## config.mk

```make
export PLATFORM = sky130hd
export DESIGN_NAME = rx_gain_mask
export DESIGN_NICKNAME = d
export VERILOG_FILES = /design/src/verilog/rx_gain_mask.v /design/src/verilog/gain_decode.v /design/src/verilog/mask_timer.v
export VERILOG_INCLUDE_DIRS = /design/src /design/src/verilog
export SDC_FILE = /design/constraint.sdc
export NUM_CORES = 1
export LEC_CHECK = 0
export BUFFER_PORTS_ARGS = -buffer_cell sky130_fd_sc_hd__buf_2
export CAP_MARGIN = 20
export CORE_MARGIN = 3
export CORE_UTILIZATION = 30
export CTS_CLUSTER_SIZE = 12
export DETAILED_ROUTE_END_ITERATION = 8
export REMOVE_ABC_BUFFERS = 1
export SLEW_MARGIN = 15
export SYNTH_ARGS = -nofsm -noshare
export SYNTH_HDL_FRONTEND = slang
export SYNTH_SLANG_ARGS = --single-unit
```

## constraint.sdc

```tcl
create_clock -name mclk -period 2.5 [get_ports mclk]
set_input_delay 0.375 -clock mclk [delete_from_list [all_inputs] [get_ports mclk]]
set_output_delay 0.375 -clock mclk [all_outputs]
set_load 0.01 [all_outputs]
```

## src/verilog/rx_gain_mask_defs.vh

```
// register map, reset values, field positions and timing counts
`ifndef RX_GAIN_MASK_DEFS_VH
`define RX_GAIN_MASK_DEFS_VH

// register indices; byte address is four times the index
`define IDX_FIRST_STAGE_GAIN 6'h0C
`define IDX_LATER_STAGE_GAIN 6'h0D
`define IDX_RECEIVE_MASK_TIME 6'h0E
`define IDX_COMMAND 6'h18
`define IDX_CONTROL 6'h19
`define IDX_STATUS 6'h1A
`define IDX_LOADED_GAIN 6'h1B

// reset values
`define RST_FIRST_STAGE_GAIN 8'hD8
`define RST_LATER_STAGE_GAIN 8'h00
`define RST_RECEIVE_MASK_TIME 8'h08
`define RST_CONTROL 3'h0

// field positions
`define FS_AM_HI 7
`define FS_AM_LO 5
`define FS_PM_HI 4
`define FS_PM_LO 2
`define FS_CLIP 1
`define FS_FORCE 0
`define LS_AM_HI 7
`define LS_AM_LO 4
`define LS_PM_HI 3
`define LS_PM_LO 0
`define CMD_SET_DEFAULT 0
`define CMD_RESET_RX_GAIN 1
`define CTL_BITRATE_DETECT 0
`define CTL_TYPE_A_106 1
`define CTL_SQUELCH_DYN 2

// gain encoding, first stage in half-dB units, later stages in 3 dB steps
`define G1_STEP_HDB 8'h05
`define G1_BOOST_HDB 8'h0B
`define G1_BOOST_CODE 3'h7
`define G23_CODE_MAX 4'hA
`define G23_WIN_STEPS_MAX 4'h4
`define G23_WIN_FULL 3'h4
`define G23_FORCE_AMP_STEPS 3'h2

// mask timer, counted in carrier periods
`define MASK_STEP_FC 64
`define MASK_STEP_BRD_FC 512
`define STEP_LAST_FC 9'h03F
`define STEP_LAST_BRD_FC 9'h1FF
`define MASK_MIN_STEPS 8'h04
`define SQ_START_LAST_FC 9'h0FF
`define SQ_CNT_SAT 9'h100

`endif

```

## src/verilog/rx_gain_mask.v

```verilog
// receive gain configuration and mask timer behind an Avalon-MM slave
`timescale 1ns/10ps
`include "rx_gain_mask_defs.vh"

module rx_gain_mask (
    input wire mclk, // system clock, 20 MHz
    input wire nrst, // sync reset, active low
    input wire ce, // clock enable, freezes all state
    input wire [5:0] address, // word address, register index
    input wire read, // avalon read
    input wire write, // avalon write
    input wire [31:0] writedata, // avalon write data
    input wire [3:0] byteenable, // avalon byte enables
    output reg [31:0] readdata_r, // avalon read data
    output reg waitrequest_r, // avalon wait request
    input wire fc_tick, // carrier period pulse, same clock
    input wire tx_end, // end of transmit pulse, same clock
    output reg [7:0] first_gain_amplitude_channel, // half-dB, signed
    output reg [7:0] first_gain_phase_channel, // half-dB, signed
    output reg clip_en_r, // clip first and second stage
    output reg window_max_r, // comparator window forced widest
    output reg [2:0] win_amplitude_r, // AM digitizer window steps
    output reg [2:0] amp_amplitude_r, // AM amplifier cut steps
    output reg [2:0] win_phase_r, // PM digitizer window steps
    output reg [2:0] amp_phase_r, // PM amplifier cut steps
    output reg [7:0] agc_gain_code_r, // gain code seen by agc/rssi
    output reg gain_load_r, // one-cycle pulse on gain load
    output wire rx_mask_r, // receiver output ignored
    output wire squelch_r // squelch active
);

    ////////////////////////////////////////////////////////////////
    // clamp a later-stage code into the usable range
    function [3:0] clamp_code;
        input [3:0] code;
        begin
            if (code > `G23_CODE_MAX)
                clamp_code = `G23_CODE_MAX;
            else
                clamp_code = code;
        end
    endfunction

    ////////////////////////////////////////////////////////////////
    // register storage
    reg [7:0] first_stage_gain_r; // first stage, clip and force
    reg [7:0] second_third_stage_gain_r; // later stage codes
    reg [7:0] receive_mask_time_r; // mask count
    reg [2:0] control_r; // mode and squelch enables
    reg [7:0] loaded_gain_r; // copy held by gain control

    // bus decode
    wire req; // any request present
    wire wr_ok; // write hits low byte lane
    wire hit_first; // first stage register selected
    wire hit_later; // later stage register selected
    wire hit_mask; // mask register selected
    wire hit_cmd; // command register selected
    wire hit_ctl; // control register selected
    wire do_write; // write takes effect this edge
    wire set_default; // set-default command
    wire reset_gain; // reset-receive-gain command
    reg [7:0] rd_mux; // read data selection

    // per-channel decoded settings
    wire [7:0] dec_first [0:1]; // first stage gain per channel
    wire [2:0] dec_win [0:1]; // window steps per channel
    wire [2:0] dec_amp [0:1]; // amplifier steps per channel
    wire [2:0] code_first [0:1]; // first stage codes
    wire [3:0] code_later [0:1]; // later stage codes, loaded copy
    wire force_on; // peer gain force bit

    assign req = read | write;
    assign wr_ok = byteenable[0];
    assign hit_first = (address == `IDX_FIRST_STAGE_GAIN);
    assign hit_later = (address == `IDX_LATER_STAGE_GAIN);
    assign hit_mask = (address == `IDX_RECEIVE_MASK_TIME);
    assign hit_cmd = (address == `IDX_COMMAND);
    assign hit_ctl = (address == `IDX_CONTROL);

    // a write lands only at the edge where waitrequest is seen low
    assign do_write = write & ~waitrequest_r & wr_ok;
    assign set_default = do_write & hit_cmd &
        writedata[`CMD_SET_DEFAULT];
    assign reset_gain = do_write & hit_cmd &
        writedata[`CMD_RESET_RX_GAIN];

    assign force_on = first_stage_gain_r[`FS_FORCE];
    assign code_first[0] = first_stage_gain_r[`FS_AM_HI:`FS_AM_LO];
    assign code_first[1] = first_stage_gain_r[`FS_PM_HI:`FS_PM_LO];
    assign code_later[0] = loaded_gain_r[`LS_AM_HI:`LS_AM_LO];
    assign code_later[1] = loaded_gain_r[`LS_PM_HI:`LS_PM_LO];

    ////////////////////////////////////////////////////////////////
    // read multiplexer; unmapped indices read as zero
    always @* begin
        case (address)
            `IDX_FIRST_STAGE_GAIN: rd_mux = first_stage_gain_r;
            `IDX_LATER_STAGE_GAIN: rd_mux = second_third_stage_gain_r;
            `IDX_RECEIVE_MASK_TIME: rd_mux = receive_mask_time_r;
            `IDX_CONTROL: rd_mux = {5'h00, control_r};
            `IDX_STATUS: rd_mux = {6'h00, squelch_r, rx_mask_r};
            `IDX_LOADED_GAIN: rd_mux = loaded_gain_r;
            default: rd_mux = 8'h00; // command reads zero too
        endcase
    end

    ////////////////////////////////////////////////////////////////
    // avalon handshake: one wait cycle, then the answer
    // the idle high waitrequest costs a cycle but keeps it a flop
    always @(posedge mclk) begin
        if (!nrst) begin
            waitrequest_r <= 1'b1;
            readdata_r <= 32'h0000_0000;
        end else if (ce) begin
            if (req && waitrequest_r) begin
                // answer next edge, data already stable
                waitrequest_r <= 1'b0;
                readdata_r <= {24'h00_0000, rd_mux};
            end else begin
                // accepted or idle: back to waiting
                waitrequest_r <= 1'b1;
            end
        end
    end

    ////////////////////////////////////////////////////////////////
    // configuration registers
    always @(posedge mclk) begin
        if (!nrst) begin
            // power-up defaults
            first_stage_gain_r <= `RST_FIRST_STAGE_GAIN;
            second_third_stage_gain_r <= `RST_LATER_STAGE_GAIN;
            receive_mask_time_r <= `RST_RECEIVE_MASK_TIME;
            control_r <= `RST_CONTROL;
        end else if (ce) begin
            if (set_default) begin
                // command restores the same defaults
                first_stage_gain_r <= `RST_FIRST_STAGE_GAIN;
                second_third_stage_gain_r <=
                    `RST_LATER_STAGE_GAIN;
                receive_mask_time_r <= `RST_RECEIVE_MASK_TIME;
                control_r <= `RST_CONTROL;
            end else if (do_write) begin
                if (hit_first)
                    first_stage_gain_r <= writedata[7:0];
                if (hit_later)
                    // out-of-range codes saturate at Ah
                    second_third_stage_gain_r <= {
                        clamp_code(writedata[7:4]),
                        clamp_code(writedata[3:0])};
                if (hit_mask)
                    receive_mask_time_r <= writedata[7:0];
                if (hit_ctl)
                    control_r <= writedata[2:0];
            end
        end
    end

    ////////////////////////////////////////////////////////////////
    // copy of later stage gain used by agc, rssi and the channel decoders
    // writes alone never reach it; only the load command does
    always @(posedge mclk) begin
        if (!nrst) begin
            loaded_gain_r <= `RST_LATER_STAGE_GAIN;
            gain_load_r <= 1'b0;
        end else if (ce) begin
            gain_load_r <= reset_gain;
            if (reset_gain)
                loaded_gain_r <= second_third_stage_gain_r;
        end
    end

    ////////////////////////////////////////////////////////////////
    // channel decoders, AM is index 0, PM index 1
    genvar ch;
    generate
        for (ch = 0; ch < 2; ch = ch + 1) begin : g_chan
            gain_decode u_dec (
                .first_code(code_first[ch]),
                .later_code(code_later[ch]),
                .force_on(force_on),
                .first_gain_hdb(dec_first[ch]),
                .win_steps(dec_win[ch]),
                .amp_steps(dec_amp[ch])
            );
        end
    endgenerate

    ////////////////////////////////////////////////////////////////
    // registered gain outputs to the analog stages
    // force takes effect without a load command, by design
    always @(posedge mclk) begin
        if (!nrst) begin
            first_gain_amplitude_channel <= 8'h00;
            first_gain_phase_channel <= 8'h00;
            clip_en_r <= 1'b0;
            window_max_r <= 1'b0;
            win_amplitude_r <= 3'h0;
            amp_amplitude_r <= 3'h0;
            win_phase_r <= 3'h0;
            amp_phase_r <= 3'h0;
            agc_gain_code_r <= `RST_LATER_STAGE_GAIN;
        end else if (ce) begin
            first_gain_amplitude_channel <= dec_first[0];
            first_gain_phase_channel <= dec_first[1];
            clip_en_r <= first_stage_gain_r[`FS_CLIP];
            window_max_r <= force_on;
            win_amplitude_r <= dec_win[0];
            amp_amplitude_r <= dec_amp[0];
            win_phase_r <= dec_win[1];
            amp_phase_r <= dec_amp[1];
            agc_gain_code_r <= loaded_gain_r;
        end
    end

    ////////////////////////////////////////////////////////////////
    // mask timer; its outputs are flops inside the timer
    mask_timer u_mask (
        .mclk(mclk),
        .nrst(nrst),
        .ce(ce),
        .fc_tick(fc_tick),
        .tx_end(tx_end),
        .mask_value(receive_mask_time_r),
        .bitrate_detect(control_r[`CTL_BITRATE_DETECT]),
        .type_a_106(control_r[`CTL_TYPE_A_106]),
        .squelch_dyn(control_r[`CTL_SQUELCH_DYN]),
        .mask_r(rx_mask_r),
        .squelch_r(squelch_r)
    );

endmodule // rx_gain_mask

```

## src/verilog/gain_decode.v

```verilog
// one receive channel: gain codes to stage settings
`timescale 1ns/10ps
`include "rx_gain_mask_defs.vh"

module gain_decode (
    input wire [2:0] first_code, // first stage gain code
    input wire [3:0] later_code, // second/third stage code
    input wire force_on, // peer gain force
    output reg [7:0] first_gain_hdb, // signed gain, half-dB units
    output reg [2:0] win_steps, // digitizer window widening, 3 dB
    output reg [2:0] amp_steps // amplifier reduction, 3 dB
);

    reg [3:0] over; // code above the window-only range

    ////////////////////////////////////////////////////////////////
    // first stage: 0 full, 1..6 cut, 7 boost
    always @* begin
        case (first_code)
            3'h0: first_gain_hdb = 8'h00;
            `G1_BOOST_CODE: first_gain_hdb = `G1_BOOST_HDB;
            default: first_gain_hdb =
                8'h00 - ({5'h00, first_code} * `G1_STEP_HDB);
        endcase
    end

    ////////////////////////////////////////////////////////////////
    // later stages: window first, then amplifier
    always @* begin
        over = later_code - `G23_WIN_STEPS_MAX;
        if (force_on) begin
            // forced: -6 dB in amplifiers, widest window
            win_steps = `G23_WIN_FULL;
            amp_steps = `G23_FORCE_AMP_STEPS;
        end else if (later_code <= `G23_WIN_STEPS_MAX) begin
            win_steps = later_code[2:0];
            amp_steps = 3'h0;
        end else begin
            win_steps = `G23_WIN_FULL;
            amp_steps = over[2:0];
        end
    end

endmodule // gain_decode

```

## src/verilog/mask_timer.v

```verilog
// receive mask timer with dynamic squelch window
`timescale 1ns/10ps
`include "rx_gain_mask_defs.vh"

module mask_timer (
    input wire mclk, // system clock
    input wire nrst, // sync reset, active low
    input wire ce, // clock enable
    input wire fc_tick, // one pulse per carrier period
    input wire tx_end, // end of transmit pulse
    input wire [7:0] mask_value, // programmed mask count
    input wire bitrate_detect, // peer bit-rate detect mode
    input wire type_a_106, // type A 106 kbit/s mode
    input wire squelch_dyn, // dynamic squelch enable
    output reg mask_r, // receiver output masked
    output reg squelch_r // squelch active
);

    reg [8:0] pre_r; // carrier periods within one step
    reg [7:0] left_r; // steps still to run
    reg [8:0] sq_cnt_r; // carrier periods since end of transmit
    reg [7:0] target; // effective step count
    reg [8:0] step_last; // last carrier index of a step

    ////////////////////////////////////////////////////////////////
    // effective count and step length
    always @* begin
        if (type_a_106)
            target = mask_value;
        else if (mask_value < `MASK_MIN_STEPS)
            target = `MASK_MIN_STEPS;
        else
            target = mask_value;
        // bit-rate detect makes the step eight times longer, 512 carrier periods
        step_last = bitrate_detect ? `STEP_LAST_BRD_FC :
            `STEP_LAST_FC;
    end

    ////////////////////////////////////////////////////////////////
    // counting runs only on carrier ticks, so mclk rate is irrelevant
    always @(posedge mclk) begin
        if (!nrst) begin
            mask_r <= 1'b0;
            squelch_r <= 1'b0;
            pre_r <= 9'h000;
            left_r <= 8'h00;
            sq_cnt_r <= 9'h000;
        end else if (ce) begin
            if (tx_end) begin
                // restart on every end of transmit
                mask_r <= (target != 8'h00);
                left_r <= target;
                pre_r <= 9'h000;
                sq_cnt_r <= 9'h000;
                squelch_r <= 1'b0;
            end else if (mask_r && fc_tick) begin
                if (sq_cnt_r != `SQ_CNT_SAT)
                    sq_cnt_r <= sq_cnt_r + 9'h001;
                // squelch opens 256 carrier periods after transmit
                if (squelch_dyn && sq_cnt_r == `SQ_START_LAST_FC)
                    squelch_r <= 1'b1;
                if (pre_r == step_last) begin
                    pre_r <= 9'h000;
                    left_r <= left_r - 8'h01;
                    if (left_r == 8'h01) begin
                        // expiry ends both mask and squelch
                        mask_r <= 1'b0;
                        squelch_r <= 1'b0;
                    end
                end else begin
                    pre_r <= pre_r + 9'h001;
                end
            end
        end
    end

endmodule // mask_timer

```

==> summary.md <==
| Metric | Value |
|---|---|
| DRT Pass-1 Iters | 5 |
| CTS tree | yes |
| FP Rows | 48 |
| Synth Register Bits | 109 |
| Setup WS pre-CTS | 0.408 ns |
| Vias per cell | 4.98 |
| Worst setup SP type | flop |
| Crit path capture type | flop |
| Pwr Total | 3.41 mW |
| Drt wl/cell | 14.9 um |
| Main combinational cell family by area after synthesis | simple AND/OR/NAND/NOR gates |
| Yosys top cell area share | 39.8% |
| Proportion of layout cells with a drive suffix above 1 | 15.5% |
| I/O pin total | 123 |
| Sink Count | 109 |
| Largest area contributor in the netlist | dfxtp_1 |
| Placed instance count | 945 |
| Final ANT Viol Nets | 0 |
| Setup tns final | 0 ns |
| Effective utilization at floorplan | 31.2% |
| Layout Skew | 0.00999 ns |
| Largest net degree at the start of global routing | 34 |
| Total setup buffers inserted after CTS | 0 |
| Asr flop ratio synth | 0% |
| Synth Area in Compound Gates | 18.8% |
| Starting DRC count in detailed routing | 269 |
| Top post-synthesis cells by count | dfxtp_1 (109), nand2_1 (76), nor2_1 (64), o21ai_0 (53), a21oi_1 (38) |
| Die footprint | 20000 um^2 |
| Worst vdd ir | 0.364 mV |
| Worst Path Arrival | 2.28 ns |
| Cells after Synth | 672 |
| Vias | 4782 |
| Fin crit period | 2.03 ns |
| Sequential share of the synthesized area | 39.8% |
| Adder-cell share of the synthesized area | 5.02% |
| Post-synth top flop | dfxtp_1 |
| Final worst slack | 0.465 ns |
| Critical path required time | 2.75 ns |
| Reg area | 2180 um^2 |
| Worst Hold Class | primary input to flop |
| Final hold viol count | 0 |
| Clock Latency Late Sink | 0.36 ns |
| Post-Layout Cell Count | 961 |
| # DRC | 0 |
| Max cap viols | 0 |
| Ys Warns | 0 |
| P_leak | 2.65 nW |
| Period utilisation layout | 81.4% |
| Total track usage | 14.2% |
| Synthesized area per cell | 8.17 um^2 |
| Maximum clock frequency | 0.491 GHz |
| Clock buffer depth | 2 |
| Count of hold-fix buffers inserted at cts | 0 |
| Xor-xnor portion of the synthesized cell area | 2.55% |
| Largest cells by area after synthesis | dfxtp_1 (40%), nand2_1 (5.2%), ha_1 (5.0%) |
| TritonCTS Buffers | 9 |
| I/O Buffers | 71 |
| Synthesis-to-finish area growth | 14.0% |
| Initial antenna violation count | 0 |
| R2R depth | 8 |
| Min Hold Slack | 0.292 ns |
| Final setup viols | 0 |
| Die X | 141 um |
| Clk slew on worst S/H paths | 0.07 ns |
| Final wirelength | 14.3 mm |
| Max-slew violations | 0 |
| Number of synthesized flops with an enable pin | 0 |
| Gr ovfl total | 0 |
| Worst Tran Pin Value | 0.552 ns |
| Ant diodes | 0 |
| Vias in the first global route | 4425 |
| Slew margin rel. | 63.2% |
| H-tree levels | 3 |
| Area of the multi-input gates | 2920 um^2 |
| Detailed placer's ending HPWL | 10.6 mm |
| Synth Cell Area | 5490 um^2 |
| Die height | 141 um |
| Multiplexer share of the synthesized area | 4.58% |
| First-pass GRT wire length | 22.9 mm |
| Pwr/cell area | 545 nW/um^2 |
| PostCTS Resize Cnt | 0 |
| Clock root buffer | clkbuf_16 |
| Hold path depth | 2 |
| Distinct cells, synth | 63 |
| Status | finished, final reports clean |
| Crit-path max FO | 7 |
| Cell with the most instances after synthesis | dfxtp_1 |
| Net count, final | 802 |
| Post-Synth Simple-Gate Area | 20.7% |
| Setup CP Type | flop to flop |
| Core area | 17600 um^2 |
| FILL cells | 1840 |
| RSZ-0062 raised after global routing | no |
| Gpl congestion | 0.826 |
==> worst max-delay path, cell delays in order (launching register included) <==
cell and delay [ns]:
dfxtp_1 0.49, ha_1 0.21, inv_1 0.04, ha_1 0.30, ha_1 0.32, a21oi_1 0.13
o21ai_0 0.11, xnor2_1 0.14, a32o_1 0.21
==> cell families (layout without fill, tap and decap cells) <==
kind of cell	count (synthesis)	count (layout)
multiplexers	25	25
AND/OR/NAND/NOR	241	241
XOR/XNOR	16	16
flip-flops	109	109
buffers and inverters	95	136
other	1	24
AO/OA/AOI/OAI	163	163
adder cells (fa/ha/maj)	22	22
==> where the power goes <==
group          leakage, nW  switching (mW)  internal, mW
clock                0.136           0.643         0.701
sequential           0.882          0.0183          1.76
combinational         1.63           0.199        0.0935
total                 2.65           0.860          2.55
==> worst paths after layout <==
path,startpoint,end,slack [ns]
setup reg to reg,first_stage_gain_r[7]$_SDFFE_PN1P_,first_gain_amplitude_channel[5]$_SDFFE_PN0P_,0.47
hold / removal,writedata[7],second_third_stage_gain_r[6]$_SDFFE_PN0P_,0.29
setup / recovery,first_stage_gain_r[7]$_SDFFE_PN1P_,first_gain_amplitude_channel[5]$_SDFFE_PN0P_,0.47
hold reg to reg,agc_gain_code_r[0]$_SDFFE_PN0P_,agc_gain_code_r[0]$_SDFFE_PN0P_,0.46
==> registers in the layout (all words and copies together), names as in the netlist, 8 cells and up <==
| register | flops |
|---|---|
| agc_gain_code_r | 8 |
| code_later | 8 |
| first_stage_gain_r | 8 |
| readdata_r | 8 |
| receive_mask_time_r | 8 |
| second_third_stage_gain_r | 8 |
| u_mask.left_r | 8 |
| u_mask.pre_r | 9 |
| u_mask.sq_cnt_r | 9 |
==> routing by layer <==
metal | part of all wire, % | track usage (%) | vias to the layer above
met5 | 0 | 0 | -
met2 | 42 | 20.8 | 121
li1 | - | - | 2438
met3 | 5.0 | 3.47 | 17
met1 | 51 | 20.7 | 2206
met4 | 1.6 | 3.98 | 0
==> through the flow <==
step                      util [%]  cell area, um^2
final                         35.6             6260
after global routing          35.6             6260
after CTS                     35.6             6260
after detailed placement      34.0             5990
after global placement        34.0             5990
after floorplan                  -             5230
==> layout by cell type, fill, tap and decap left out, drive strengths merged, types with 4 or more instances in the layout <==
cell     synthesis  final
o21ai           54     54
clkbuf          25     12
nor4             5      5
a22oi            7      7
buf             37     87
nand4            6      6
xnor2           10     10
o211ai           8      8
nand3           33     33
o31ai            4      4
a211o            4      4
nand3b           4      4
mux2i           24     24
or3              6      6
nand2           76     76
nor3            16     16
nor2            64     64
conb             1     24
clkinv           0      4
xor2             6      6
ha              22     22
a21oi           39     39
a31oi           12     12
and2             9      9
a2bb2oi          6      6
inv             33     33
dfxtp          109    109
nor2b            4      4
and3             6      6
==> layout make-up <==
class	instances	share of cell area, %
Multi-Input combinational cell	491	46.7
Tap cell	225	4.50
Timing Repair Buffer	87	7.60
Sequential cell	109	34.9
Clock buffer	12	3.94
Clock inverter	4	0.380
Inverter	33	1.98
(Power assumes the default switching activity.)
